==> src/udr_pkg.sv <==
// constants and carrier types for the dual-role line control and interrupt register bank
package udr_pkg;

  // register addresses on the serial register port
  localparam logic [7:0] UDR_CTRL_SET_ADDR = 8'h06;
  localparam logic [7:0] UDR_CTRL_CLR_ADDR = 8'h07;
  localparam logic [7:0] UDR_SRC_ADDR = 8'h08;
  localparam logic [7:0] UDR_LATCH_SET_ADDR = 8'h0A;
  localparam logic [7:0] UDR_LATCH_CLR_ADDR = 8'h0B;
  localparam logic [7:0] UDR_STAT_ADDR = 8'h10;

  // values after reset
  localparam logic [7:0] UDR_CTRL_RST = 8'h0C;
  localparam logic [7:0] UDR_LATCH_RST = 8'h00;
  localparam logic [7:0] UDR_SRC_RST = 8'h00;
  localparam logic [7:0] UDR_STAT_RST = 8'h00;
  localparam logic [7:0] UDR_RD_RST = 8'h00;
  localparam logic [5:0] UDR_STAT_RSVD = 6'h00;

  // field positions
  localparam int UDR_CTRL_DPLUS_UP_BIT = 0;
  localparam int UDR_SRC_ACON_BIT = 6;
  localparam int UDR_STAT_VALID_BIT = 7;
  localparam int UDR_STAT_ENDED_BIT = 6;

  // synchroniser width: sensed pins plus the transmit enable
  localparam int UDR_SYNC_W = 10;

  // register write request from the serial protocol engine
  typedef struct packed {
    logic valid;
    logic [7:0] addr;
    logic [7:0] data;
  } udr_wr_t;

  // analog comparator and line sense levels; bits 5..0 in source register order, bit 6 the carkit level, bits 8..7 the status levels
  typedef struct packed {
    logic bdev_session_valid;
    logic bdev_session_ended;
    logic carkit_irq_level;
    logic id_open;
    logic dminus_high;
    logic id_grounded;
    logic dplus_high;
    logic session_valid_cmp;
    logic adev_supply_valid_cmp;
  } udr_sense_t;

  // line and supply switch enables, bit 7 down to bit 0
  typedef struct packed {
    logic supply_charge_en;
    logic supply_discharge_en;
    logic supply_pump_drive_en;
    logic id_ground_en;
    logic dminus_low_res_en;
    logic dplus_low_res_en;
    logic dminus_high_res_en;
    logic dplus_high_res_en;
  } udr_line_ctrl_t;

endpackage

==> src/udr_sync.sv <==
// two-stage synchroniser for pin levels entering the clock domain
module udr_sync #(
  parameter int W = 1
) (
  // clock and reset
  input wire logic clk_i,
  input wire logic reset_n_i,
  // levels
  input wire logic [W-1:0] async_i,
  output logic [W-1:0] sync_o
);

  typedef struct packed {
    logic [W-1:0] meta;
    logic [W-1:0] stable;
  } udr_sync_state_t;

  udr_sync_state_t st_q;
  udr_sync_state_t st_d;

  // the first stage feeds only the second stage
  always_comb
  begin
    st_d = st_q;
    st_d.meta = async_i;
    st_d.stable = st_q.meta;
  end

  always_ff @(posedge clk_i or negedge reset_n_i)
  begin
    if (!reset_n_i)
    begin
      st_q <= '0;
    end
    else
    begin
      st_q <= st_d;
    end
  end

  assign sync_o = st_q.stable;

endmodule

==> src/udr_regs.sv <==
// line control, session status, interrupt source and interrupt latch register bank
// Summary of operation
// - control register set at 06h, cleared at 07h, bit by bit
// - control resets to 0Ch: only both data-line pull-downs on
// - control bit 7 charges the supply line through a resistor
// - control bit 6 discharges the supply line to ground
// - control bit 5 enables the charge pump driving the supply line
// - control bit 4 ties the ID pin to ground
// - bits 3 and 2 switch D- and D+ pull-downs
// - bits 1 and 0 switch D- and D+ pull-ups
// - session status read-only at 10h, resets zero, bits 5..0 reserved
// - status bit 7 follows the session-valid comparator
// - status bit 6 follows the session-end comparator
// - source register at 08h reads live unlatched levels, resets zero
// - source bit 7 is the carkit comparator on D+
// - source bit 6 shows auto-connect has raised the D+ pull-up
// - source bits 5,4,3,2: ID open, D- high, ID grounded, D+ high
// - source bit 1 is the session-valid comparator
// - source bit 0 is the A-device supply-valid comparator
// - latch register set at 0Ah, cleared at 0Bh
// - each latch bit records change of same-position source, resets zero
// - ones written set or clear; zeros written do nothing
// - latch sets on enabled rising or falling source edge
// - auto-connect watches for SE0 while idle and raises D+ pull-up
module udr_regs
  import udr_pkg::*;
(
  // clock and reset
  input wire logic clk_i,
  input wire logic reset_n_i,
  // register port from the serial protocol engine
  input wire udr_pkg::udr_wr_t wr_i,
  input wire logic rd_en_i,
  input wire logic [7:0] rd_addr_i,
  output logic [7:0] rd_data_o,
  // pins and comparators, asynchronous
  input wire udr_pkg::udr_sense_t sense_i,
  input wire logic tx_oe_active_i,
  // controls from the mode and enable registers
  input wire logic auto_connect_enable_i,
  input wire logic [7:0] rise_irq_en_i,
  input wire logic [7:0] fall_irq_en_i,
  // line switches and interrupt state
  output udr_pkg::udr_line_ctrl_t line_ctrl_o,
  output logic [7:0] src_o,
  output logic [7:0] latch_o
);

  import udr_pkg::*;

  typedef struct packed {
    logic [7:0] ctrl;
    logic [7:0] latch;
    logic [7:0] src_prev;
    logic acon_done;
    logic [7:0] rd_data;
  } udr_state_t;

  udr_state_t st_q;
  udr_state_t st_d;
  logic [UDR_SYNC_W-1:0] sync_s;
  udr_sense_t sense_s;
  logic tx_active_s;
  logic [7:0] src;
  logic [7:0] stat;
  logic [7:0] edge_set;
  logic acon_fire;

  // mask of ones written to one address, zero when not addressed
  function automatic logic [7:0] wr_mask(udr_wr_t w, logic [7:0] a);
    return (w.valid && (w.addr == a)) ? w.data : 8'h00;
  endfunction

  // pin levels are asynchronous to clk_i
  udr_sync #(
    .W(UDR_SYNC_W)
  ) u_sync (
    .clk_i(clk_i),
    .reset_n_i(reset_n_i),
    .async_i({tx_oe_active_i, sense_i}),
    .sync_o(sync_s)
  );

  assign sense_s = udr_sense_t'(sync_s[UDR_SYNC_W-2:0]);
  assign tx_active_s = sync_s[UDR_SYNC_W-1];

  // live source levels; zero after reset since synchroniser resets low
  assign src = {sense_s.carkit_irq_level,
                st_q.acon_done,
                sense_s.id_open,
                sense_s.dminus_high,
                sense_s.id_grounded,
                sense_s.dplus_high,
                sense_s.session_valid_cmp,
                sense_s.adev_supply_valid_cmp};

  // session status with reserved bits forced low
  assign stat = {sense_s.bdev_session_valid,
                 sense_s.bdev_session_ended,
                 UDR_STAT_RSVD};

  // enabled edges of each source; a level already high at reset counts as a rise
  always_comb
  begin
    edge_set = 8'h00;
    for (int i = 0; i < 8; i++)
    begin
      edge_set[i] = (rise_irq_en_i[i] && src[i] && !st_q.src_prev[i])
        || (fall_irq_en_i[i] && !src[i] && st_q.src_prev[i]);
    end
  end

  // single-ended zero seen while our transmitter is idle and pull-up is off
  assign acon_fire = auto_connect_enable_i && !tx_active_s
    && !sense_s.dplus_high && !sense_s.dminus_high
    && !st_q.ctrl[UDR_CTRL_DPLUS_UP_BIT];

  // next state: set beats clear everywhere so no event is lost
  always_comb
  begin
    st_d = st_q;
    st_d.ctrl = (st_q.ctrl & ~wr_mask(wr_i, UDR_CTRL_CLR_ADDR))
      | wr_mask(wr_i, UDR_CTRL_SET_ADDR);
    if (acon_fire)
    begin
      st_d.ctrl[UDR_CTRL_DPLUS_UP_BIT] = 1'b1;
    end
    st_d.latch = (st_q.latch & ~wr_mask(wr_i, UDR_LATCH_CLR_ADDR))
      | wr_mask(wr_i, UDR_LATCH_SET_ADDR) | edge_set;
    st_d.src_prev = src;
    // done flag drops once software withdraws the enable
    if (!auto_connect_enable_i)
    begin
      st_d.acon_done = 1'b0;
    end
    else if (acon_fire)
    begin
      st_d.acon_done = 1'b1;
    end
    if (rd_en_i)
    begin
      case (rd_addr_i)
        UDR_CTRL_SET_ADDR, UDR_CTRL_CLR_ADDR: st_d.rd_data = st_q.ctrl;
        UDR_SRC_ADDR: st_d.rd_data = src;
        UDR_LATCH_SET_ADDR, UDR_LATCH_CLR_ADDR: st_d.rd_data = st_q.latch;
        UDR_STAT_ADDR: st_d.rd_data = stat;
        default: st_d.rd_data = 8'h00;
      endcase
    end
  end

  always_ff @(posedge clk_i or negedge reset_n_i)
  begin
    if (!reset_n_i)
    begin
      st_q.ctrl <= UDR_CTRL_RST;
      st_q.latch <= UDR_LATCH_RST;
      st_q.src_prev <= UDR_SRC_RST;
      st_q.acon_done <= 1'b0;
      st_q.rd_data <= UDR_RD_RST;
    end
    else
    begin
      st_q <= st_d;
    end
  end

  // switch enables drive the analog line and supply switches directly
  assign line_ctrl_o = udr_line_ctrl_t'(st_q.ctrl);
  assign src_o = src;
  assign latch_o = st_q.latch;
  assign rd_data_o = st_q.rd_data;

  // checks
  ctrl_reset_val_a: assert property (@(posedge clk_i)
    $rose(reset_n_i) |-> st_q.ctrl == UDR_CTRL_RST)
    else $error("control register not 0Ch after reset");

  ctrl_set_write_a: assert property (@(posedge clk_i) disable iff (!reset_n_i)
    (wr_i.valid && wr_i.addr == UDR_CTRL_SET_ADDR)
    |=> (st_q.ctrl & $past(wr_i.data)) == $past(wr_i.data))
    else $error("control set address did not set bits");

  ctrl_clear_write_a: assert property (@(posedge clk_i) disable iff (!reset_n_i)
    (wr_i.valid && wr_i.addr == UDR_CTRL_CLR_ADDR)
    |=> (st_q.ctrl & $past(wr_i.data) & 8'hFE) == 8'h00)
    else $error("control clear address did not clear bits");

  // an auto-connect in the same cycle legally raises bit 0 on its own
  ctrl_zero_keep_a: assert property (@(posedge clk_i) disable iff (!reset_n_i)
    (wr_i.valid && wr_i.addr == UDR_CTRL_SET_ADDR && !acon_fire)
    |=> (st_q.ctrl & ~$past(wr_i.data)) == ($past(st_q.ctrl) & ~$past(wr_i.data)))
    else $error("zeros written to set address changed control bits");

  stat_read_val_a: assert property (@(posedge clk_i) disable iff (!reset_n_i)
    (rd_en_i && rd_addr_i == UDR_STAT_ADDR) |=> rd_data_o[5:0] == 6'h00
    && rd_data_o[UDR_STAT_VALID_BIT] == $past(sense_s.bdev_session_valid)
    && rd_data_o[UDR_STAT_ENDED_BIT] == $past(sense_s.bdev_session_ended))
    else $error("status read returned wrong value");

  src_read_live_a: assert property (@(posedge clk_i) disable iff (!reset_n_i)
    (rd_en_i && rd_addr_i == UDR_SRC_ADDR) |=> rd_data_o == $past(src))
    else $error("source read did not return live levels");

  latch_edge_set_a: assert property (@(posedge clk_i) disable iff (!reset_n_i)
    (edge_set != 8'h00) |=> (st_q.latch & $past(edge_set)) == $past(edge_set))
    else $error("enabled source edge not latched");

  latch_clear_write_a: assert property (@(posedge clk_i) disable iff (!reset_n_i)
    (wr_i.valid && wr_i.addr == UDR_LATCH_CLR_ADDR && edge_set == 8'h00)
    |=> (st_q.latch & $past(wr_i.data)) == 8'h00)
    else $error("latch clear address did not clear bits");

  auto_connect_up_a: assert property (@(posedge clk_i) disable iff (!reset_n_i)
    acon_fire |=> line_ctrl_o.dplus_high_res_en && src_o[UDR_SRC_ACON_BIT])
    else $error("auto-connect did not raise pull-up and flag");

  // control bits only move on a write or an auto-connect
  ctrl_hold_idle_a: assert property (@(posedge clk_i) disable iff (!reset_n_i)
    !(wr_i.valid && (wr_i.addr == UDR_CTRL_SET_ADDR || wr_i.addr == UDR_CTRL_CLR_ADDR))
    && !acon_fire |=> st_q.ctrl == $past(st_q.ctrl))
    else $error("control register changed with no write");

  latch_set_write_a: assert property (@(posedge clk_i) disable iff (!reset_n_i)
    (wr_i.valid && wr_i.addr == UDR_LATCH_SET_ADDR)
    |=> (st_q.latch & $past(wr_i.data)) == $past(wr_i.data))
    else $error("latch set address did not set bits");

  // with every edge enable off, source activity must never reach the latch
  latch_hold_idle_a: assert property (@(posedge clk_i) disable iff (!reset_n_i)
    !(wr_i.valid && (wr_i.addr == UDR_LATCH_SET_ADDR || wr_i.addr == UDR_LATCH_CLR_ADDR))
    && rise_irq_en_i == 8'h00 && fall_irq_en_i == 8'h00
    |=> st_q.latch == $past(st_q.latch))
    else $error("latch changed with no write or enabled edge");

  // a reset in mid-run must leave no stale latch, source or read data
  reset_clean_a: assert property (@(posedge clk_i)
    $rose(reset_n_i) |-> st_q.latch == UDR_LATCH_RST && src_o == UDR_SRC_RST
    && rd_data_o == UDR_RD_RST)
    else $error("latch, source or read data not clear after reset");

  // main scenarios
  auto_connect_c: cover property (@(posedge clk_i) disable iff (!reset_n_i)
    acon_fire);
  latch_edge_c: cover property (@(posedge clk_i) disable iff (!reset_n_i)
    edge_set != 8'h00 ##[1:8] wr_i.valid && wr_i.addr == UDR_LATCH_CLR_ADDR);
  latch_fall_c: cover property (@(posedge clk_i) disable iff (!reset_n_i)
    fall_irq_en_i != 8'h00 && edge_set != 8'h00);
  ctrl_set_clear_c: cover property (@(posedge clk_i) disable iff (!reset_n_i)
    (wr_i.valid && wr_i.addr == UDR_CTRL_SET_ADDR)
    ##[1:20] (wr_i.valid && wr_i.addr == UDR_CTRL_CLR_ADDR));

endmodule

==> config.mk <==
export PLATFORM = sky130hd
export DESIGN_NAME = udr_regs
export DESIGN_NICKNAME = d
export VERILOG_FILES = /design/src/udr_pkg.sv /design/src/udr_sync.sv /design/src/udr_regs.sv
export SDC_FILE = /design/constraint.sdc
export NUM_CORES = 1
export LEC_CHECK = 0
export BUFFER_PORTS_ARGS = -buffer_cell sky130_fd_sc_hd__buf_4
export CORE_MARGIN = 2
export CORE_UTILIZATION = 48
export CTS_CLUSTER_DIAMETER = 80
export DETAILED_ROUTE_END_ITERATION = 6
export PLACE_DENSITY = 0.88
export SLEW_MARGIN = 15
export SYNTH_ARGS = -nofsm -noshare
export SYNTH_HDL_FRONTEND = slang
export SYNTH_SLANG_ARGS = --single-unit
==> constraint.sdc <==
create_clock -name clk_i -period 1.1 [get_ports clk_i]
set_input_delay 0.22 -clock clk_i [delete_from_list [all_inputs] [get_ports clk_i]]
set_output_delay 0.22 -clock clk_i [all_outputs]
set_load 0.02 [all_outputs]
==> results of run 1 <==
-- worst max-delay path by stage --
stage          cells past startpoint          to
2_1_floorplan                      4  latch_o[1]
3_3_place_gp                       5  latch_o[5]
3_5_place_dp                       5  latch_o[6]
4_1_cts                            6  latch_o[7]
5_1_grt                            6  latch_o[5]
6_report                           6  latch_o[7]
-- metal layers --
layer	GRT usage, %	vias up	part of all wire [%]
li1	-	913	-
met1	28.94	999	38
met2	39.54	102	53
met3	5.761	24	6.0
met4	10.10	0	2.9
met5	0	-	0
-- power by group through the flow --
stage / Sequential [mW] / Combinational (mW) / Clock, mW
after detailed placement: 2.17 / 0.592 / 0
after global placement: 2.16 / 0.575 / 0
after global routing: 2.15 / 0.809 / 1.44
after floorplan: 2.14 / 0.313 / 0
final: 2.14 / 0.763 / 1.32
after CTS: 2.12 / 0.687 / 1.35
-- flip-flops by register name, summed over array words and instances, names as in the netlist --
name and count:
rd_data_o 8, src_o 1, line_ctrl_o 8, latch_o 8, u_sync.sync_o 10, u_sync.st_d 10
st_q 8
-- placed cells by master, fill, tap and decap left out, types with 5 or more instances in the layout --
cell / instances
buf_4: 97
dfrtp_1: 48
buf_6: 37
nand2_1: 31
a22o_1: 17
o22ai_1: 8
a221o_2: 8
nor2_1: 8
dlygate4sd3_1: 8
a22oi_2: 6
a21oi_1: 5
clkbuf_8: 5
-- through the flow --
step | hold slack [ns] | area [µm²] | setup TNS, ns
floorplan | -0.07559 | 2371 | -7.765
global placement | 0.1350 | 2970 | -12.10
detailed placement | 0.1415 | 2970 | -12.59
CTS | 0.003222 | 3366 | -5.697
global route | 0.001284 | 3601 | -7.285
finish | 0.01348 | 3601 | -5.877
-- worst max-delay path: stages --
cell     delay (ns)
buf_6          0.09
or4_4          0.56
nor4_4         0.24
buf_6          0.17
nand2_1        0.06
a221o_2        0.34
-- cells by family (layout without fill, tap and decap cells) --
group                  Yosys count  in the layout  share of synthesized area (%)
AND/OR/NAND/NOR                 55             55                          13.48
flip-flops                      53             53                          57.50
AO/OA/AOI/OAI                   52             52                          17.98
buffers and inverters           36            152                          11.04
-- final cells by class --
| type | count | area (µm²) |
|---|---|---|
| repair buffers | 143 | 1245 |
| clock buffers | 6 | 72.57 |
| fillers | 294 | 1091 |
| multi-input cells | 107 | 840.8 |
| clock inverters | 2 | 38.79 |
| flip-flops and latches | 53 | 1333 |
| inverters | 1 | 3.754 |
| well taps | 54 | 67.56 |
-- timing repair --
item / CTS / global route
endpoints found under the setup margin: 41 / 55
pin swaps: 6 / 13
hold buffers: 1 / 7
endpoints found under the hold margin: 21 / 7
cloned: 0 / 0
resized for setup: 31 / 22
buffers inserted: 22 / 9
==> summary.md, run 1 <==
| Metric | Value |
|---|---|
| Worst r2r dst | latch_o[6] |
| Cell taking the most area after synthesis | dfrtp_1 |
| Area grow syn2layout | 55.82% |
| Num Clock Sinks | 53 |
| Reg2Reg Depth | 4 |
| Num rows | 25 |
| Reg power frac | 50.6% |
| Worst Path Required | 1.30 ns |
| Vias in the first global route | a little under 2000 |
| Final worst path period share | 135.3% |
| Worst slew pin tran | 0.3318 ns |
| DP Wirelength | around 4200 µm |
| DRC viols | 0 |
| Die area | ~5400 µm² |
| Internal power | roughly 3.2 mW |
| Switching power of the nets | around 1.1 mW |
| WHS Path Cells | 1 |
| Flop-to-flop setup slack | -0.07 ns |
| Synth Cell Area | approximately 2300 µm² |
| Final hold vios | 0 |
| Peak VDD IR | about 1000 µV |
| RSZ-0062 raised after global routing | true |
| Synth top area cells | dfrtp_1 55%, buf_4 10%, a22o_1 6.4% |
| Starting DRT DRC Count | 109 |
| Finished Layout Cells | ~370 |
| Clock power frac | about 31% |
| Launch point of the worst reg-to-reg path | src_o[6] |
| HP Class | in2reg |
| Leak Pwr | around 1.7 nW |
| Drt wl/cell | 17.53 µm |
| # H-tree levels | 2 |
| Largest net degree at the start of global routing | 31 |
| Worst Setup End Kind | flip-flop |
| Total gr overflow | 0 |
| Post-route antenna net violation count | 0 |
| Post-layout min period | approximately 1.5 ns |
| Starting Density | between 40% and 50% |
| Synth Flop Type | dfrtp_1 |
| Drt via density | ~5.6 |
| Hold Crit Start | sense_i[1] |
| Async S/R FF share, synth | 100.0% |
| GP Congestion | between 0.7 and 0.8 |
| Top post-synthesis cells by count | 51 x dfrtp_1, 32 x buf_4, 32 x nand2_1 |
| Failing checks | setup timing |
| Post-Place Cells | 319 |
| GRT Resource Usage Total | between 20% and 30% |
| Syn Area/Cell | between 10 and 15 µm² |
| FF+latch count, synth | 53 |
| Critical Path Source Type | input port |
| Total routed wirelength | about 6400 µm |
| Clock-pin slew on the worst setup and hold paths | ~0.090 ns |
| CP Max Fanout | 8 |
| Slew Limit Fails | 0 |
| Worst Setup SP | wr_i[14] |
| Pre-CTS setup slack | -0.7814 ns |
| Area share of the largest cell type after synthesis | between 50% and 60% |
| Final setup violation count | 35 |
| Initial antenna violation count | 0 |
| Die Ht | 73.39 µm |
| DR pass1 iterations | 4 |
| Placeable Area | approximately 4700 µm² |
| CTS tree | done |
| Power per cell area | 1173 nW/µm² |
| Max Root-Sink Buffers | 2 |
| Post-synth EDFFs | 0 |
| Die width | approximately 73 µm |
| Yosys cell types | 27 |
| Share of the yosys chip area belonging to registers | between 50 and 60% |
| Sw Share | between 20 and 30% |
| Layout cells sized above 1 | a little under three fifths |
| Number of diodes | 0 |
| WP data arrival | approximately 1.7 ns |
| WS Path Type | in2reg |
| Comb power frac | 18.1% |
| Outcome | finished with violations |
| Pwr Total | 4.223 mW |
| Root Driver | clkbuf_8 |
| I/O pin count | just under 90 |
| Cells after Synth | a little under 200 |
| Worst setup margin | -0.3878 ns |
| PortBufs | 86 |
| Rel. slew slack | 77.82% |
| Most numerous cell in the Yosys netlist | dfrtp_1 |
| Net Count, Synth | ~250 |
| Max Cap Viol | 0 |
| First-pass GRT wire length | ~9400 µm |
| Final Util | 76.75% |
| Clock latency at the later pin of the worst-skew pair | a little over 0.3 ns |
| Synthesis Warnings | 0 |
| Layout Nets | approximately 370 |
| Clk_skew | 0.007689 ns |
| Hold endpoint | u_sync.st_d[1] |
| Fmax | just under 0.7 GHz |
| CTS buffer count | 5 |
| Vias post-DR | 2038 |
Power figures use the tool's default switching activity.
==> inputs of run 2 (changes only) <==
- ABC_AREA: default -> 1
- CORE_UTILIZATION: 48 -> 50
- PLACE_DENSITY: 0.88 -> 0.8
==> summary.md, run 2 <==
| Metric | Value |
|---|---|
| Synth top area cells | dfrtp_1 51%, nand2_1 13%, buf_4 9.9% |
| CTS buffer count | 5 (unchanged) |
| Drt wl/cell | 14.73 µm (-16%) |
| Flop-to-flop setup slack | -0.03 ns (+0.04 ns) |
| Reg2Reg Depth | 7 (+3) |
| Post-synthesis simple-gate area fraction | 25.63% (+12 points) |
| Rel. slew slack | 58.30% (-20 points) |
| PortBufs | 86 (unchanged) |
| WHS Path Cells | 1 (unchanged) |
| Final hold vios | 0 (unchanged) |
| HP Class | in2reg |
| Yosys cell types | 21 (-22%) |
| Total routed wirelength | 7071 µm (+10%) |
| Most frequent cells in the layout | 97 x buf_4, 77 x nand2_1, 50 x dfrtp_1 |
| WP data arrival | 0.98 ns (-0.71 ns) |
| Launch point of the worst reg-to-reg path | u_sync.sync_o[3] |
| Synth Flop Type | dfrtp_1 |
| DR pass1 iterations | 4 (unchanged) |
| Min Hold Slack | 0.01255 ns (-0.0009325 ns) |
| Vias post-DR | 2415 (+18%) |
| Share of the yosys chip area belonging to registers | 52.86% (-4.6 points) |
| FF+latch count, synth | 53 (unchanged) |
| Hold endpoint | u_sync.st_d[3] |
| Slew Limit Fails | 0 (unchanged) |
| Num Clock Sinks | 53 (unchanged) |
| Placeable Area | 4786 µm² (+2.0%) |
| Buf/Inv on CP | 1 (-1) |
| First-pass GRT wire length | 10140 µm (+7.5%) |
| Worst setup margin | -0.09627 ns (+0.2916 ns) |
| Num rows | 25 (unchanged) |
| CP Max Fanout | 2 (-6) |
| Root Driver | clkbuf_8 |
| Die width | 74.91 µm (+2.1%) |
| Worst slew pin tran | 0.6232 ns (+0.2914 ns) |
| Hold Crit Start | sense_i[3] |
| I/O pin count | 87 (unchanged) |
| Clock-pin slew on the worst setup and hold paths | 0.10 ns (about the same) |
| Max Root-Sink Buffers | 2 (unchanged) |
| Max Cap Viol | 0 (unchanged) |
| Fmax | 0.8359 GHz (+24%) |
| Post-Synth XOR/XNOR Area | 0% (unchanged) |
| Leak Pwr | 1.963 nW (+19%) |
| Peak VDD IR | 824.6 µV (-18%) |
| Worst Path Required | 0.88 ns (-0.42 ns) |
| Drt via density | 5.031 (-9.6%) |
| CP Cell Sequence | buf_6 |
| WS Path Type | reg2out |
| Area share of the largest cell type after synthesis | 50.77% (-4.5 points) |
| Post-synth EDFFs | 0 (unchanged) |
| Max incr delay on CP | 0.55 ns (about the same) |
| Outcome | finished with violations |
| Die Ht | 74.91 µm (+2.1%) |
| Total gr overflow | 0 (unchanged) |
| GRT Resource Usage Total | 24.50% (+0.95 points) |
| Area grow syn2layout | 49.18% |
| Largest family of logic cells by synthesized area | simple AND/OR/NAND/NOR gates |
| Die area | 5611 µm² (+4.2%) |
| Initial antenna violation count | 0 (unchanged) |
| CTS tree | done |
| Synthesis Warnings | 0 (unchanged) |
| Power per cell area | 1033 nW/µm² (-12%) |
| Synth Cell Area | 2514 µm² (+8.8%) |
| Async S/R FF share, synth | 100.0% (unchanged) |
| Pwr Total | 3.873 mW (-8.3%) |
| Cell taking the most area after synthesis | dfrtp_1 |
| Starting DRT DRC Count | 102 (-6.4%) |
| RSZ-0062 raised after global routing | true |
| Starting Density | 52.52% (+3.3 points) |
| Synth Area in Adders | 0% (unchanged) |
| Layout Nets | 467 (+28%) |
| GP Congestion | 0.8988 (+14%) |
| Filler instances | 344 (+17%) |
| Post-layout min period | 1.196 ns (-0.2916 ns) |
| Final worst path period share | 108.8% (-27 points) |
| Net Count, Synth | 352 (+40%) |
| Failing checks | setup timing |
| # H-tree levels | 2 (unchanged) |
| Most numerous cell in the Yosys netlist | nand2_1 |
| Layout cells sized above 1 | 41.16% (-16 points) |
| Post-synthesis mux area share | 0% (unchanged) |
| Clock latency at the later pin of the worst-skew pair | 0.32 ns (about the same) |
| Top post-synthesis cells by count | 84 x nand2_1, 51 x dfrtp_1, 34 x inv_1, 34 x nand3_1, 33 x buf_4 |
| DP Wirelength | 4496 µm (+8.0%) |
| Largest net degree at the start of global routing | 24 (-23%) |
| Worst Setup End Kind | primary output |
| Clk_skew | 0.01003 ns (+0.002346 ns) |
| Vias in the first global route | 2397 (+21%) |
| Crit path max-delay family | flip-flops |
| Critical Path Source Type | flip-flop |
| Final setup violation count | 9 (-74%) |
| Worst r2r dst | latch_o[3] |
| Number of diodes | 0 (unchanged) |
| DRC viols | 0 (unchanged) |
| Post-synthesis compound-gate area fraction | 6.122% (-12 points) |
| Post-route antenna net violation count | 0 (unchanged) |
| Slowest cell on crit path | dfstp_2 |
| Most common cell after layout, fill and taps aside | buf_4 |
| Syn Area/Cell | 8.464 µm² (-28%) |
| Cells after Synth | 297 (+52%) |
## run 2: cell count changes in the layout (fill, tap and decap cells not counted), sizes merged, moves of 9 or more
cell	before	now
a221o	9	0
nand2	32	86
a22o	17	0
o21ai	0	20
inv	1	36
nor2	8	23
nand3	1	34
## run 2: per-layer routing
layer	vias up	track usage, %	share of wire [%]
li1	1127	-	-
met1	1136	27.42	37
met2	132	43.76	51
met3	20	6.292	8.4
met4	0	10.91	2.8
met5	-	0	0
## run 2: layout make-up
cell class                 count  area, µm²  share of cell area (%)
sequential                    53       1330                   35.47
clock buffer                   5      68.82                   1.835
inverter                      36      137.6                   3.670
multi-input combinational    174      865.8                   23.09
tap                           67      83.83                   2.236
timing repair buffer         142       1242                   33.13
clock inverter                 3      21.27                  0.5672
## run 2: cells by family (layout without fill, tap and decap cells)
| group | Yosys count | count (layout) |
|---|---|---|
| AO/OA/AOI/OAI | 28 | 28 |
| buffers and inverters | 70 | 186 |
| flip-flops | 53 | 53 |
| AND/OR/NAND/NOR | 146 | 146 |
## run 2: worst max-delay path by stage
stage                           to  cells past startpoint            from  slack, ns
floorplan               latch_o[1]                      6        wr_i[15]       0.01
global placement    line_ctrl_o[0]                      7        wr_i[15]      -0.13
detailed placement  line_ctrl_o[0]                      7        wr_i[15]      -0.19
CTS                 line_ctrl_o[2]                      1  line_ctrl_o[2]       -0.1
global route        line_ctrl_o[2]                      1  line_ctrl_o[2]      -0.12
finish              line_ctrl_o[2]                      1  line_ctrl_o[2]       -0.1
## run 2: where the power goes
group / switching [mW] / internal [mW] / leakage, nW
logic: 0.315 / 0.354 / 1.30
registers: 0.0528 / 2.03 / 0.622
clock network: 0.672 / 0.453 / 0.0445
## run 2: what timing repair did
action                                 CTS  global route
hold buffers                             1             7
pin swaps                                0            13
setup endpoints to repair               25            38
gates resized for setup                 13            42
setup buffers                           24             8
endpoints found under the hold margin   18             7
## run 2: per-stage QoR
step | instance area [µm²] | TNS [ns] | worst slack [ns] | cells | util, %
CTS | 3478 | -0.2322 | -0.09922 | 465 | 72.68
floorplan | 2529 | 0 | 0.01048 | 297 | -
global route | 3750 | -1.098 | -0.1158 | 480 | 78.35
global placement | 3152 | -2.010 | -0.1286 | 432 | 65.86
detailed placement | 3152 | -2.844 | -0.1855 | 432 | 65.86
finish | 3750 | -0.2999 | -0.09627 | 480 | 78.35
